$ cat src/shared/ldsub_pkg.sv
// Package: constants and types for the byte/half-word load unit
package ldsub_pkg;
	// ----------------------------------------
	// Widths and fixed values
	// ----------------------------------------
	localparam int unsigned DATA_W = 32;
	localparam int unsigned IMM_W = 9;
	localparam int unsigned REG_IDX_W = 6;
	localparam logic [5:0] LINK_REG_IDX = 6'h3F;
	localparam logic [31:0] ZERO_WORD = 32'h0000_0000;
	// Control-register space: addresses at or above this base
	localparam logic [31:0] CTRL_SPACE_BASE = 32'hFFFF_0000;
	// Issue-to-writeback distance in bundles (one bundle per clock)
	localparam int unsigned LOAD_LATENCY = 2;
	localparam logic [1:0] RESET_STATE = 2'h0;

	// ----------------------------------------
	// Operation codes
	// ----------------------------------------
	typedef enum logic [2:0] {
		OP_NONE = 3'h0,
		OP_BYTE_S = 3'h1,
		OP_BYTE_U = 3'h2,
		OP_HALF_S = 3'h3,
		OP_HALF_U = 3'h4
	} load_op_t;

	typedef struct packed {
		logic valid;
		load_op_t op;
		logic dismissable;
		logic [5:0] dest;
		logic [31:0] base;
		logic [8:0] imm;
	} load_req_t;

	typedef struct packed {
		logic data_breakpoint_exception;
		logic control_space_violation;
		logic data_translation_fault;
		logic misalignment_trap;
	} load_exc_t;

	typedef struct packed {
		logic valid;
		logic [5:0] dest;
		logic [31:0] data;
	} load_wb_t;

	// Pipeline stage states, Gray coded along the usual path
	typedef enum logic [1:0] {
		ST_IDLE = 2'h0,
		ST_ISSUED = 2'h1,
		ST_WRITE = 2'h3
	} stage_t;
endpackage

$ cat src/hw/load_extend.sv
// Module: extension of a returned byte or half-word to 32 bits
`timescale 1ns/1ps
`default_nettype none
module load_extend
	import ldsub_pkg::*;
(
	// Selection
	input wire ldsub_pkg::load_op_t i_op,
	input wire logic i_zero,
	// Data
	input wire logic [31:0] i_raw,
	output logic [31:0] o_value
);
	always_comb begin
		case (i_op)
			OP_BYTE_S: o_value = {{24{i_raw[7]}}, i_raw[7:0]}; // [RULE1]
			OP_BYTE_U: o_value = {24'h000000, i_raw[7:0]}; // [RULE2]
			OP_HALF_S: o_value = {{16{i_raw[15]}}, i_raw[15:0]}; // [RULE3]
			OP_HALF_U: o_value = {16'h0000, i_raw[15:0]};
			default: o_value = ZERO_WORD;
		endcase
		if (i_zero) begin
			o_value = ZERO_WORD; // [RULE9]
		end
	end
endmodule // load_extend
`default_nettype wire

$ cat src/hw/byte_halfword_load_unit.sv
// Module: byte and half-word load execution unit
// What this block does
// [RULE1] Signed byte loads sign-extend eight bits
// [RULE2] Unsigned byte loads zero-extend eight bits
// [RULE3] Signed half-word loads sign-extend sixteen bits
// [RULE4] Issuer never targets link register sixty-three
// [RULE5] At most one load/store per bundle
// [RULE6] Result written two bundles after issue
// [RULE7] Half-word loads: breakpoint, control, translation, misalign
// [RULE8] Byte loads never raise misalignment trap
// [RULE9] Dismissable control-space load writes zero, no fault
// [RULE10] Address is base plus extended immediate; breakpoint first
// [RULE11] Control-space normal load faults, no memory read
`timescale 1ns/1ps
`default_nettype none
module byte_halfword_load_unit
	import ldsub_pkg::*;
(
	// Clock and reset
	input wire logic i_core_clk,
	input wire logic i_reset_n,
	// Issue
	input wire ldsub_pkg::load_req_t i_req,
	// Breakpoint match, combinational on the address
	output logic [31:0] o_check_addr,
	input wire logic i_breakpoint_hit,
	// Memory read
	output logic o_mem_read,
	output logic [31:0] o_mem_addr,
	output logic o_mem_half,
	input wire logic i_mem_valid,
	input wire logic [31:0] i_mem_data,
	input wire logic i_translation_fault,
	// Exceptions and writeback
	output ldsub_pkg::load_exc_t o_exc,
	output ldsub_pkg::load_wb_t o_wb
);
	// ----------------------------------------
	// Address forming
	// ----------------------------------------
	logic [31:0] imm_ext;
	logic [31:0] eff_addr;

	// The immediate is sign-extended to a full word and the sum wraps modulo 2^32
	assign imm_ext = {{23{i_req.imm[8]}}, i_req.imm}; // [RULE10]
	assign eff_addr = i_req.base + imm_ext; // [RULE10]
	// The breakpoint unit answers for this address within the same cycle
	assign o_check_addr = eff_addr;

	// ----------------------------------------
	// Operation decode
	// ----------------------------------------
	logic go;
	logic is_half;
	logic in_ctrl;
	logic misaligned;

	// Only one load/store operation per bundle; the issuer keeps to that [RULE5]
	assign go = i_req.valid && (i_req.op != OP_NONE);
	assign is_half = (i_req.op == OP_HALF_S) || (i_req.op == OP_HALF_U);
	assign in_ctrl = (eff_addr >= CTRL_SPACE_BASE);
	// Byte accesses are never misaligned [RULE8]
	// Alignment belongs to the memory access, so control space skips it [RULE9]
	assign misaligned = is_half && eff_addr[0] && !in_ctrl;
	// Link register as target is left to the issuer and not checked here [RULE4]

	// ----------------------------------------
	// Issue-cycle checks
	// ----------------------------------------
	load_exc_t issue_exc;
	logic accept;
	logic mem_req;

	// Priority: breakpoint, control space, misalignment; translation comes later
	always_comb begin
		issue_exc = '0;
		accept = 1'b0;
		mem_req = 1'b0;
		if (go) begin
			if (i_breakpoint_hit) begin
				issue_exc.data_breakpoint_exception = 1'b1; // [RULE10]
			end else if (in_ctrl && !i_req.dismissable) begin
				issue_exc.control_space_violation = 1'b1; // [RULE11] [RULE7]
			end else if (misaligned) begin
				issue_exc.misalignment_trap = 1'b1; // [RULE7]
			end else begin
				accept = 1'b1;
				// A dismissed control-space load never reaches memory
				mem_req = !in_ctrl; // [RULE9] [RULE11]
			end
		end
	end

	assign o_mem_read = mem_req;
	assign o_mem_addr = eff_addr;
	assign o_mem_half = is_half;

	// ----------------------------------------
	// Load in flight
	// ----------------------------------------
	stage_t state;
	stage_t next_state;
	load_op_t op_q;
	load_op_t next_op_q;
	logic [5:0] dest_q;
	logic [5:0] next_dest_q;
	logic zero_q;
	logic next_zero_q;
	logic live_q;
	logic next_live_q;

	always_comb begin
		next_state = ST_IDLE;
		next_op_q = op_q;
		next_dest_q = dest_q;
		next_zero_q = 1'b0;
		next_live_q = 1'b0;
		if (accept) begin
			next_state = ST_ISSUED;
			next_op_q = i_req.op;
			next_dest_q = i_req.dest;
			// Remember that the result is forced to zero
			next_zero_q = in_ctrl; // [RULE9]
			next_live_q = 1'b1;
		end
	end

	always_ff @(posedge i_core_clk or negedge i_reset_n) begin
		if (!i_reset_n) begin
			state <= ST_IDLE;
			op_q <= OP_NONE;
			dest_q <= 6'h00;
			zero_q <= 1'b0;
			live_q <= 1'b0;
		end else begin
			state <= next_state;
			op_q <= next_op_q;
			dest_q <= next_dest_q;
			zero_q <= next_zero_q;
			live_q <= next_live_q;
		end
	end

	// ----------------------------------------
	// Memory response, exceptions and writeback
	// ----------------------------------------
	logic [31:0] ext_value;
	load_exc_t next_exc;
	load_wb_t next_wb;

	load_extend u_extend (
		.i_op(op_q),
		.i_zero(zero_q),
		.i_raw(i_mem_data),
		.o_value(ext_value)
	);

	// A missing memory answer in the cycle after issue drops the load silently
	always_comb begin
		next_exc = issue_exc;
		next_wb = '0;
		case (state)
			ST_ISSUED: begin
				if (live_q) begin
					if (!zero_q && i_translation_fault) begin
						next_exc.data_translation_fault = 1'b1; // [RULE7] [RULE8]
					end else if (zero_q || i_mem_valid) begin
						// Registered here, so the value lands two bundles after issue
						next_wb.valid = 1'b1; // [RULE6]
						next_wb.dest = dest_q;
						next_wb.data = ext_value; // [RULE1] [RULE2] [RULE3]
					end
				end
			end
			ST_IDLE: begin
			end
			default: begin
			end
		endcase
	end

	always_ff @(posedge i_core_clk or negedge i_reset_n) begin
		if (!i_reset_n) begin
			o_exc <= '0;
			o_wb <= '0;
		end else begin
			o_exc <= next_exc;
			o_wb <= next_wb;
		end
	end
endmodule // byte_halfword_load_unit
`default_nettype wire

$ cat config.mk
export PLATFORM = sky130hd
export DESIGN_NAME = byte_halfword_load_unit
export DESIGN_NICKNAME = d
export VERILOG_FILES = /design/src/shared/ldsub_pkg.sv /design/src/hw/load_extend.sv /design/src/hw/byte_halfword_load_unit.sv
export SDC_FILE = /design/constraint.sdc
export NUM_CORES = 1
export LEC_CHECK = 0
export ABC_AREA = 1
export ABC_CLOCK_PERIOD_IN_PS = 6850
export BUFFER_PORTS_ARGS = -buffer_cell sky130_fd_sc_hd__buf_4
export CORE_ASPECT_RATIO = 2
export CORE_MARGIN = 2
export CORE_UTILIZATION = 50
export DETAILED_ROUTE_END_ITERATION = 7
export GPL_TIMING_DRIVEN = 0
export PLACE_DENSITY_LB_ADDON = 0.3
export SLEW_MARGIN = 20
export SYNTH_ARGS = -nofsm -noshare
export SYNTH_HDL_FRONTEND = slang
export SYNTH_SLANG_ARGS = --single-unit
$ cat constraint.sdc
create_clock -name i_core_clk -period 6.85 [get_ports i_core_clk]
set_input_delay 1.37 -clock i_core_clk [delete_from_list [all_inputs] [get_ports i_core_clk]]
set_output_delay 1.37 -clock i_core_clk [all_outputs]
set_load 0.02 [all_outputs]
== Word-level counts from Yosys, hierarchy flattened ==
Index checks and enable logic that the tools add are counted.

* $add $sub $neg: 1
* Order comparisons: 1
* Equality and inequality tests: 7
* Mux-type cells: 28
* Reduce and logical (&&, ||, !) cells: 11

{| class="wikitable"
|+ Operator list
! cell !! number
|-
| 2-to-1 mux 39 bit || 4
|-
| one-hot mux 32 bit (4 select lines) || 1
|-
| adder 32 bit || 1
|-
| greater-or-equal comparator 32 bit, second input constant || 1
|-
| 2-to-1 mux 32 bit || 1
|-
| 2-to-1 mux 1 bit || 21
|-
| equality test 3 x 2 -> 1 bit, second input constant || 3
|-
| equality test 3 bit, second input constant || 2
|-
| logical AND 1 bit || 5
|-
| equality test 3 x 1 -> 1 bit, second input constant || 1
|-
| logical NOT 1 bit || 3
|-
| nonzero test 3 bit || 1
|-
| equality test 2 x 1 -> 1 bit, second input constant || 1
|-
| logical OR 1 bit || 2
|-
| 2-to-1 mux 2 bit || 1
|}

* Flip-flop bits (word level): 56
* Input bits: 89
* Output and inout port bits: 109
* Logic and storage cells: 60

== Depth between registers and ports, before layout ==
Gate-level depths: netlist of the first run.

* Word-level depth: 9
* Gate-level depth with buffers: 21
* Gate-level depth less buffers: 21

== Cells and area by module ==
From an unflattened synthesis of the first run, not the netlist that was laid out.

* Cell total of the unflattened synthesis: 867
* Area, all modules: 5350.1 µm²

{| class="wikitable"
|+ By module, submodules not included
! module !! times used !! cells an instance !! area each (µm²) !! sequential area each (µm²)
|-
| byte_halfword_load_unit || 1 || 780 || 4794.6 || 1351.3
|-
| load_extend || 1 || 87 || 555.5 || 0.0
|}

== Worst setup path after synthesis of the first run ==
OpenSTA, ideal clock, no wires.

* Path type: input to output
* Start: input port i_req[0] (netlist name)
* End: output port o_mem_read
* Arrival time: 3.283 ns
* Data required time: 5.480 ns
* Path slack: 2.197 ns
* Stages: 16
* Path buffers: 0
* Path through: ha_1 > inv_1 > fa_1 > inv_1 > nand3_1 > nand3_1 > nand2_1 > nand2_1 > nand2_1 > nand3_1 > nand2_1 > nand2_1 > nor2_2 > nand4_1 > nor2_1 > nor3_1

* Cells in the longest elaborated chain, start to end: 8
* Elaborated cells between the ends (all ways): 10
* Those cells by class: add/sub (1); order compare (1); mux (4); reduce/logical (4)

{| class="wikitable"
|+ Ends and longest elaborated chain
! what !! RTL line !! source
|-
| start, declared || byte_halfword_load_unit.sv:23 || <nowiki>input wire ldsub_pkg::load_req_t i_req,</nowiki>
|-
| adder 32 bit * || byte_halfword_load_unit.sv:46 || <nowiki>assign eff_addr = i_req.base + imm_ext;</nowiki>
|-
| greater-or-equal comparator 32 bit || byte_halfword_load_unit.sv:61 || <nowiki>assign in_ctrl = (eff_addr >= CTRL_SPACE_BASE);</nowiki>
|-
| logical NOT 1 bit || byte_halfword_load_unit.sv:64, byte_halfword_load_unit.sv:89 ||
|-
| logical AND 1 bit || byte_halfword_load_unit.sv:64 || <nowiki>assign misaligned = is_half && eff_addr[0] && !in_ctrl;</nowiki>
|-
| 2-to-1 mux 1 bit || byte_halfword_load_unit.sv:84 || <nowiki>end else if (misaligned) begin</nowiki>
|-
| 2-to-1 mux 1 bit * || byte_halfword_load_unit.sv:82 || <nowiki>end else if (in_ctrl && !i_req.dismissable) begin</nowiki>
|-
| 2-to-1 mux 1 bit * || byte_halfword_load_unit.sv:80 || <nowiki>if (i_breakpoint_hit) begin</nowiki>
|-
| 2-to-1 mux 1 bit * || byte_halfword_load_unit.sv:79 || <nowiki>if (go) begin</nowiki>
|-
| end, declared || byte_halfword_load_unit.sv:28 || <nowiki>output logic o_mem_read,</nowiki>
|}

Mark *: on every way between the ends. The rest lies on a longest branch, timed or not.

== Final worst setup path of the first run ==
* Start: input port i_req[8] (netlist name)
* End: output port o_mem_read

* Cells in the longest elaborated chain, start to end: 8
* Elaborated cells between the ends (all ways): 9
* Those cells by class: add/sub (1); order compare (1); mux (4); reduce/logical (3)

{| class="wikitable"
|+ Ends and longest elaborated chain
! what !! RTL line
|-
| adder 32 bit * || byte_halfword_load_unit.sv:46
|-
| greater-or-equal comparator 32 bit * || byte_halfword_load_unit.sv:61
|-
| logical NOT 1 bit || byte_halfword_load_unit.sv:64, byte_halfword_load_unit.sv:89
|-
| logical AND 1 bit || byte_halfword_load_unit.sv:64
|-
| 2-to-1 mux 1 bit || byte_halfword_load_unit.sv:84
|-
| 2-to-1 mux 1 bit * || byte_halfword_load_unit.sv:82
|-
| 2-to-1 mux 1 bit * || byte_halfword_load_unit.sv:80
|-
| 2-to-1 mux 1 bit * || byte_halfword_load_unit.sv:79
|}

Marks and branches as above.

==> metrics.yaml, run 1 <==
status: "completed"
nFillCells: 833
drive_gt1_frac: 0.284
diodes: 0
layoutNonFillerInstCount: 1069
area_delta_synth_final_pct: 35.5
worst-setup-path-type: "in2out"
synth-xor-area-share: 0.0286
ys_seq_area_frac: 0.213
tns_ns: 0
cp-end-kind: "primary output"
rows: 49
grt_util_met2: 0.553
placed_cells: 1061
cts_buffer_depth: 2
fin_crit_sh: 0.755
root_buffer: "clkbuf_16"
switching_share: 0.417
seq_power_share: 0.232
wl_um: 13500
finalPower_mw: 1.08
h-tree-depth: 2
portBuffers: 181
ys_dominant_reg_cell: "dfrtp_1"
grt_max_degree: 40
syn_area_per_cell_um2: 5.90
place.gp.congestion: 0.955
final.setup_skew_ns: 0.00205
chipHeight_um: 140
cts_hold_buf: 0
power.density_nw_per_um2: 174
grt_util_met1: 0.219
fmax_mhz: 193
crit_arrival_ns: 3.80
cts_tree: "done"
synth_simple_gate_area_frac: 0.416
slew_violations: 0
comb_power_share: 0.564
synth_seq_cells: 39
crit_path_top_delay_cell: "ha_1"
synth_top_area_frac: 0.235
via_per_inst: 4.80
antenna_found_initial: 0
clk_latency_ns: 0.28
cts.sinks: 39
leakagePower_nw: 3.99
synth.area.top_cells: "nand2_1, dfrtp_1, inv_1, ha_1, buf_4"
post-route-min-period_ns: 5.17
setup_viol: 0
cts.clk_slew.worst_paths_ns: 0.06
async_flop_share: 1.00
postSynthCellCount: 778
worstPathCellList: "buf_4 -> ha_1 -> nand2_1 -> nor2_1 -> nand2_1 -> nor2_1 -> nand2_1 -> nand3_1 -> nand2_1 -> nor2_1 -> nand4_1 -> nor2_1 -> nor3_1 -> buf_4"
synthesis.area_um2: 4590
power.internal_uw: 632
die_x_um: 71.8
p_sw_uw: 452
synth_compound_area_frac: 0.0324
dp_hpwl_um: 11700
grt-ovfl-total: 0
syn-num-nets: 899
hold_path.class: "reg2reg"
cts_buffers: 5
yosys.area_share.adder: 0.0889
grt_util_met3: 0.0232
coreArea_um2: 8950
cts.repair.resized: 0
cp_max_fo: 24
postCtsSetupBuffers: 0
muxShareOfSynthArea: 0
synth_top_cell_by_area: "nand2_1"
grt_setup_unrepaired: "no"
io_pins: 198
slew_headroom: 0.670
drt_iter0_markers: 205
drc: 0
drv_cap: 0
worstMarginPinSlew_ns: 0.492
drtPass1Iterations: 4
antenna_left: 0
ys_types: 33
start_util: 0.513
vias: 5133
wl_per_cell_um: 12.6
startpoint_type: "input pin"
critPathMaxStageDelay_ns: 0.45
clkPwrFrac: 0.204
hold_violations: 0
grt_pass1_vias: 4967
grt_first_pass_wirelength_um: 21500
cp.required_ns: 5.48
synth_edf_count: 0
die_area_um2: 10000
peakVddDrop_v: 0.0000945
fin_nets: 1087
synth_top_family_by_area: "simple AND/OR/NAND/NOR gates"
synth_warnings: 0
top_usage_layer: "met2"
grt.total_usage: 0.270
[flip-flops by register name, indices dropped and copies added, names as in the netlist]
signal,cells
o_wb,24
dest_q,6
o_exc,4
op_q,3
state,1
zero_q,1
[cell usage in the layout, fill, tap and decap left out, drive strengths merged, types with 2 or more instances in the layout]
master and instances:
nand2 303, buf 230, inv 169, nor2 76, dfrtp 39, nand3 33, ha 31, a21oi 23
nand4 17, xor2 13, clkbuf 6, nand3b 5, clkinv 4, and2 3, nor3 3, o21ai 3
xnor2 2, clkinvlp 2
[cells in the mapped netlist, types with 3 or more instances]
cell,n
a21oi_1,22
and2_1,3
buf_4,47
clkinv_1,3
dfrtp_1,39
ha_1,31
inv_1,167
nand2_1,287
nand2_2,15
nand3_1,27
nand3_2,4
nand3b_1,5
nand4_1,17
nor2_1,64
nor2_2,10
nor3_1,3
xor2_1,13
[metrics by stage]
step | setup WS (ns) | area, um2 | hold WS, ns | util
2_1_floorplan | 2.20 | 4590 | 0.423 | -
3_3_place_gp | 1.78 | 6080 | 0.445 | 0.679
3_5_place_dp | 1.74 | 6080 | 0.442 | 0.679
4_1_cts | 1.74 | 6220 | 0.446 | 0.695
5_1_grt | 1.47 | 6220 | 0.485 | 0.695
6_report | 1.68 | 6220 | 0.449 | 0.695
[critical path: cells and delay by family]
kind	cells	cell delay (ns)
buffers and inverters	2	0.38
adders and majority gates	1	0.45
and+or+nand+nor	11	1.59
[final cells by class]
type | instances | area [um2] | area share
multi-input cells | 517 | 2600 | 0.417
repair buffers | 181 | 1360 | 0.218
flip-flops and latches | 39 | 976 | 0.157
inverters | 172 | 646 | 0.104
plain buffers | 50 | 373 | 0.0599
well taps | 102 | 128 | 0.0205
clock buffers | 5 | 125 | 0.0201
clock inverters | 3 | 20.0 | 0.00322
[path summary, 6_finish.rpt]
path / from / to / depth (start not counted) / slack, ns
min in group asynchronous: i_reset_n / dest_q[2] / 1 / 1.06
setup reg to reg: op_q[1] / o_wb[30] / 5 / 5.28
max in group asynchronous: i_reset_n / o_wb[1] / 1 / 5.46
setup / recovery: i_req[8] / o_mem_read / 14 / 1.68
hold reg to reg: zero_q / o_exc[1] / 1 / 0.45
hold / removal: zero_q / o_exc[1] / 1 / 0.45
[power groups by stage]
stage | registers (mW) | clock network (mW) | logic, mW
6_report | 0.252 | 0.221 | 0.612
5_1_grt | 0.253 | 0.235 | 0.667
4_1_cts | 0.252 | 0.225 | 0.615
3_5_place_dp | 0.255 | 0 | 0.613
3_3_place_gp | 0.255 | 0 | 0.603
2_1_floorplan | 0.257 | 0 | 0.382
[metal layers]
layer / part of all wire / wire, um
met1: 0.31 / 4160
met2: 0.56 / 7580
met3: 0.044 / 597
met4: 0.083 / 1120
met5: 0 / 0
[logic make-up after synthesis]
family          after synthesis
xor+xnor                     15
flops                        39
buf+inv                     222
compound gates               28
fa+ha+maj                    32
simple gates                442
No activity file was read; power rests on OpenSTA's default activity.
==> run 2, diff against run 1 <==
Settings changed: ABC_AREA 1 to 0, ABC_CLOCK_PERIOD_IN_PS 6850 to 4800, CORE_UTILIZATION 50 to 48.
Clock period 6.85 ns to 4.8 ns, I/O delays scaled along.
==> run 2 against run 1 <==
The run now ends with setup timing left. Register-to-register slack worse by 2.1 ns. Worst hold slack better by 0.038 ns. Critical path depth is 2 lower. Sequential share of layout area is 0.35 points lower. Sequential power is 42% higher. Flip-flop and latch count stayed put. Critical path type unchanged. Via count is 8.1% lower. Clock power is 54% higher. Utilization is 7.2 points higher. Worst setup slack worse by 1.8 ns.
==> metrics.yaml, run 2 <==
status: "complete, but fails checks"
violations: "setup timing"
slew_violations: 0  # unchanged
hold_path_startpoint: "dest_q[5]"
wl_um: 14300  # +6.4%
fin_nets: 845  # -22%
postSynthCellCount: 510  # -34%
via_per_inst: 5.73  # +19%
drt_iter0_markers: 310  # +51%
dp_hpwl_um: 10900  # -7.0%
post_dp_cell_area_um2: 5610  # -7.7%
setup_viol: 1  # +1
leakagePower_nw: 3.14  # -21%
comb_power_share: 0.595  # +0.031
syn-num-nets: 631  # -30%
power.internal_mw: 1.04  # +64%
crit_arrival_ns: 3.95  # +0.15 ns
async_flop_share: 1.00  # unchanged
reg.largest.list: "o_wb x24, dest_q x6, o_exc x4"
largest_register_ffs: 24  # unchanged
grt.total_usage: 0.294  # +0.0232
h-tree-depth: 2  # unchanged
cts_tree: "done"
synth.area.top_cells: "dfrtp_1, ha_1, buf_4, a21oi_1, nand2_1"
grt-ovfl-total: 0  # unchanged
reg2reg_from: "zero_q"
ys_dominant_reg_cell: "dfrtp_1"
root_buffer: "clkbuf_16"
cpMostUsedCell: "nand4_1"
ys_types: 60  # +82%
slew_headroom: 0.319  # -0.351
diodes: 0  # unchanged
cp_top_family: "simple AND/OR/NAND/NOR gates"
peakVddDrop_v: 0.000174  # +84%
antenna_left: 0  # unchanged
final.setup_skew_ns: 0.00480  # +0.00274 ns
p_sw_uw: 683  # +51%
die_x_um: 69.5  # -3.1%
fin_area_um2: 6360  # +2.3%
grt_first_pass_wirelength_um: 22300  # +3.4%
drc: 0  # unchanged
place_ws_ns: -0.665  # -2.41 ns
met1_length_um: 4490  # +8.0%
fmax_mhz: 204
rows: 47  # -4.1%
portBuffers: 181  # unchanged
grt_max_degree: 40  # unchanged
synthesis.area_um2: 4120  # -10%
worstMarginPinSlew_ns: 1.01  # +0.519 ns
clkPwrFrac: 0.198  # -0.006
wl_met3_um: 794  # +33%
yosysMostFrequentCell: "nand2_1"
power.density_nw_per_um2: 271  # +55%
cts_hold_buf: 0  # unchanged
largest-register: "o_wb"
syn_area_per_cell_um2: 8.08  # +37%
nFillCells: 596  # -28%
cts_buffers: 5  # unchanged
layout_common_cells: "buf_4, nand2_1, a21oi_1"
grt_pass1_vias: 4898  # -1.4%
fin_crit_sh: 1.02
cts_buffer_depth: 2  # unchanged
drtPass1Iterations: 5  # +1
post-route-min-period_ns: 4.91
top_layer: "met4"
drv_cap: 0  # unchanged
critPathMaxStageDelay_ns: 0.63  # +0.18 ns
synth_warnings: 0  # unchanged
wl_met2_um: 8110  # +6.9%
grt_setup_unrepaired: "yes"
die_area_um2: 9390  # -6.2%
start_util: 0.497  # -0.0160
crit_path_top_delay_cell: "or4_4"
layout_commonest_cell: "buf_4"
cts.sinks: 39  # unchanged
cts.clk_slew.worst_paths_ns: 0.05  # about the same
clk_latency_ns: 0.28  # about the same
switching_share: 0.396  # -0.0204
chipHeight_um: 135  # -3.2%
area_delta_synth_final_pct: 54.4
synth_seq_cells: 39  # unchanged
setup_slack_ns: -0.106  # -1.79 ns
place.gp.congestion: 0.921  # -3.6%
seq_power_share: 0.207  # -0.025
synth_top_cell_by_area: "dfrtp_1"
crit_path_start: "i_req[8]"
synth_top_area_frac: 0.237  # +0.00220
startpoint_type: "input pin"
wl_per_cell_um: 17.4  # +38%
vias: 4716  # -8.1%
worst-setup-path-type: "in2out"
tns_ns: -0.106  # -0.106 ns
worst-path-buf-inv: 2  # unchanged
ys_seq_area_frac: 0.237  # +0.0243
coreArea_um2: 8290  # -7.4%
synth_edf_count: 0  # unchanged
cp_max_fo: 12  # -50%
io_pins: 198  # unchanged
cp-end-kind: "primary output"
hold_violations: 0  # unchanged
ys_top_cells_by_count: "nand2_1, buf_4, a21oi_1"
drive_gt1_frac: 0.457  # +0.172
cp.required_ns: 3.84  # -1.64 ns
worstPathCellList: "buf_16 -> ha_1 -> nand4_1 -> or4_4 -> a211oi_4 -> nor2_1 -> xnor2_2 -> nand4_1 -> nor4_4 -> nand2b_4 -> a21oi_4 -> buf_6"
reg2reg_slack_ns: 3.20  # -2.08 ns
hold_path.class: "reg2reg"
antenna_found_initial: 0  # unchanged
[run 2: cell count changes in the layout (fill, tap and decap cells not counted), sizes merged, moves of 8 or more]
cell    previous run  this run
a21o               1        12
a21oi             23        49
and2               3        19
and3               0         8
buf              230       268
inv              169         9
mux2i              0        11
nand2            303        65
nand3             33        14
nor2              76        36
o21a               0         8
o21ai              3        20
o21bai             1         9
xnor2              2        13
[run 2: power groups by stage]
stage / Combinational, mW / Sequential (mW) / Clock (mW)
global placement: 0.883 / 0.360 / 0
detailed placement: 0.898 / 0.361 / 0
floorplan: 0.558 / 0.364 / 0
CTS: 0.988 / 0.357 / 0.339
global route: 1.09 / 0.359 / 0.355
finish: 1.03 / 0.357 / 0.340
[run 2: layout make-up]
class | count | area, um2 | area share
Clock buffer | 8 | 156 | 0.0246
Sequential cell | 39 | 976 | 0.153
Inverter | 9 | 33.8 | 0.00531
Multi-Input combinational cell | 396 | 2960 | 0.465
Timing Repair Buffer | 212 | 1660 | 0.260
Buffer | 61 | 459 | 0.0722
Tap cell | 98 | 123 | 0.0193
[run 2: worst paths after layout]
check,endpoint,cells after the start
hold reg to reg,o_wb[37],1
min in group asynchronous,dest_q[5],1
setup reg to reg,o_wb[30],2
max in group asynchronous,o_wb[10],1
setup / recovery,o_mem_read,12
hold / removal,o_wb[37],1
[run 2: stage by stage]
stage	cells	utilization	hold slack [ns]	total power [mW]
global placement	789	0.676	0.462	1.24
floorplan	510	-	0.453	0.922
global route	823	0.767	0.506	1.80
finish	823	0.767	0.487	1.72
CTS	814	0.750	0.490	1.68
detailed placement	789	0.676	0.469	1.26
[run 2: routing by layer]
layer	vias to the layer above	track usage
li1	2211	-
met1	2217	0.252
met2	226	0.590
met3	62	0.0328
met4	0	0.222
met5	-	0
[run 2: kinds of logic after synthesis]
kind of cell | Yosys count | synth area share
XOR/XNOR | 27 | 0.0592
multiplexers | 11 | 0.0267
flip-flops | 39 | 0.237
buffers and inverters | 75 | 0.125
AND/OR/NAND/NOR | 187 | 0.231
adder cells (fa/ha/maj) | 32 | 0.0990
AO/OA/AOI/OAI | 139 | 0.223
[run 2: repair_timing]
item                                    in CTS  in global routing
gates cloned                                 0                  1
pin swaps                                   25                 13
endpoints found under the hold margin        0                  0
endpoints found under the setup margin       4                  1
setup buffers                               22                  8
gates resized for setup                     53                 16
==> run 3, diff against run 2 <==
Settings changed: MAX_ROUTING_LAYER from default to met4.
==> run 3 against run 2 <==
Clock skew down 0.0025 ns. Critical path depth is 2 higher. Sequential power hardly changed. Worst setup slack worse by 0.0088 ns. Largest cell class unchanged. The run still ends with setup timing left. Clock power down 12%.
==> metrics.yaml, run 3 (same netlist as run 2, synthesis figures left out) <==
wl_per_cell_um: 18.1  # +3.9%
post-route-util: 0.762  # -0.00528
grt_first_pass_wirelength_um: 22700  # +2.2%
fmax_mhz: 203  # -0.18%
cts.sinks: 39  # unchanged
hold_violations: 0  # unchanged
coreArea_um2: 8290  # unchanged
die_x_um: 69.5  # unchanged
cp.required_ns: 3.84  # about the same
whs_ns: 0.479  # -0.00809 ns
reg.largest.list: "o_wb x24, dest_q x6, o_exc x4"
root_buffer: "clkbuf_16"
leakagePower_nw: 3.09  # -1.3%
drc: 0  # unchanged
setup_viol: 1  # unchanged
drt_iter0_markers: 204  # -34%
grt.total_usage: 0.311  # +0.0175
io_pins: 198  # unchanged
cts_hold_buf: 0  # unchanged
post_dp_cell_area_um2: 5610  # unchanged
cts_buffer_depth: 2  # unchanged
clk_latency_ns: 0.28  # about the same
cp-end-kind: "primary output"
place_ws_ns: -0.708  # -0.0428 ns
worstMarginPinSlew_ns: 0.949  # -0.0619 ns
rows: 47  # unchanged
layout_commonest_cell: "buf_4"
wl_um: 14800  # +3.2%
grt_setup_unrepaired: "yes"
drtPass1Iterations: 5  # unchanged
area_delta_synth_final_pct: 53.4
power.density_nw_per_um2: 266  # -1.6%
portBuffers: 181  # unchanged
violations: "setup timing"
place.gp.congestion: 0.951  # +3.2%
cp_max_fo: 24  # +12
largest_register_ffs: 24  # unchanged
status: "complete, but fails checks"
setup_slack_ns: -0.115  # -0.00883 ns
via_per_inst: 5.79  # +1.0%
grt_pass1_vias: 4927  # +0.59%
worstPathCellList: "buf_12 -> ha_4 -> and2_4 -> buf_6 -> nand3_2 -> or4_4 -> a211oi_4 -> nor3_2 -> nor4_2 -> nand4_1 -> nor4_4 -> nand2b_4 -> a21oi_4 -> buf_6"
die_area_um2: 9390  # unchanged
h-tree-depth: 2  # unchanged
slew_violations: 0  # unchanged
largest-register: "o_wb"
grt_max_degree: 40  # unchanged
nFillCells: 592  # -0.67%
cts.clk_slew.worst_paths_ns: 0.05  # about the same
fin_nets: 842  # -0.36%
fin_crit_sh: 1.02  # +0.00184
start_util: 0.497  # unchanged
diodes: 0  # unchanged
antenna_left: 0  # unchanged
final.setup_skew_ns: 0.00227  # -0.00253 ns
antenna_found_initial: 0  # unchanged
post-route-min-period_ns: 4.91  # +0.00883 ns
grt-ovfl-total: 0  # unchanged
chipHeight_um: 135  # unchanged
cts_tree: "done"
crit_arrival_ns: 3.95  # about the same
slew_headroom: 0.360  # +0.0417
cts_buffers: 5  # unchanged
peakVddDrop_v: 0.000170  # -2.5%
startpoint_type: "input pin"
worst-setup-path-type: "in2out"
critPathMaxStageDelay_ns: 0.60  # -0.03 ns
drive_gt1_frac: 0.454  # -0.00239
fin_area_um2: 6320  # -0.69%
cpMostUsedCell: "buf_6"
hold_path.class: "reg2reg"
dp_hpwl_um: 10900  # +0.68%
drv_cap: 0  # unchanged
crit_path_top_delay_cell: "or4_4"
vias: 4736  # +0.42%
layout_common_cells: "buf_4, nand2_1, a21oi_1"
[run 3: cell types whose count changed in the layout (fill, tap and decap cells not counted), moves of 2 or more]
cell      change
ha_1          -3
buf_4         -2
clkbuf_8      -2
o21ai_2       -2
o21ai_0       +2
ha_2          +3
[run 3: critical path: cells and delay by family]
kind	cells	cell delay [ns]
AO/OA/AOI/OAI	2	0.37
adder cells (fa/ha/maj)	1	0.30
buffers and inverters	3	0.43
AND/OR/NAND/NOR	8	1.88
[run 3: where the power goes]
group          switching (mW)  internal, mW  leakage, nW
clock network           0.114         0.186       0.0628
registers              0.0107         0.346        0.532
logic                   0.558         0.468         2.50
[run 3: final timing paths]
kind / slack, ns / end / start / depth (start not counted)
worst min register to register: 0.48 / o_wb[33] / dest_q[1] / 1
min in group asynchronous: 0.65 / o_wb[37] / i_reset_n / 1
max in group asynchronous: 3.82 / o_wb[11] / i_reset_n / 1
worst max-delay path: -0.11 / o_mem_read / i_req[8] / 14
worst max register to register: 3.27 / o_wb[30] / zero_q / 2
worst min-delay path: 0.48 / o_wb[33] / dest_q[1] / 1
[run 3: what timing repair did]
| action | CTS | global route |
|---|---|---|
| gates resized for setup | 55 | 15 |
| buffers inserted | 20 | 8 |
| setup endpoints to repair | 4 | 1 |
| pin swaps | 22 | 9 |
[run 3: area by class of cell]
cell class	count	area (um2)	area share
Inverter	9	33.8	0.00535
Multi-Input combinational cell	396	2990	0.473
Buffer	61	459	0.0727
Clock buffer	6	129	0.0204
Sequential cell	39	976	0.154
Timing Repair Buffer	209	1610	0.254
Tap cell	98	123	0.0194
[run 3: metrics by stage]
stage | instances | total power [mW] | TNS [ns]
floorplan | 510 | 0.922 | 0
global placement | 789 | 1.24 | -1.36
detailed placement | 789 | 1.26 | -2.36
CTS | 810 | 1.65 | -0.0320
global route | 818 | 1.76 | -0.189
finish | 818 | 1.68 | -0.115
[run 3: layer usage]
layer / vias up / global-route usage / wire [um]
met1: 2208 / 0.252 / 4570
met2: 253 / 0.627 / 8480
li1: 2201 / - / -
met4: 0 / 0.195 / 835
met5: - / - / 0
met3: 74 / 0.0433 / 903
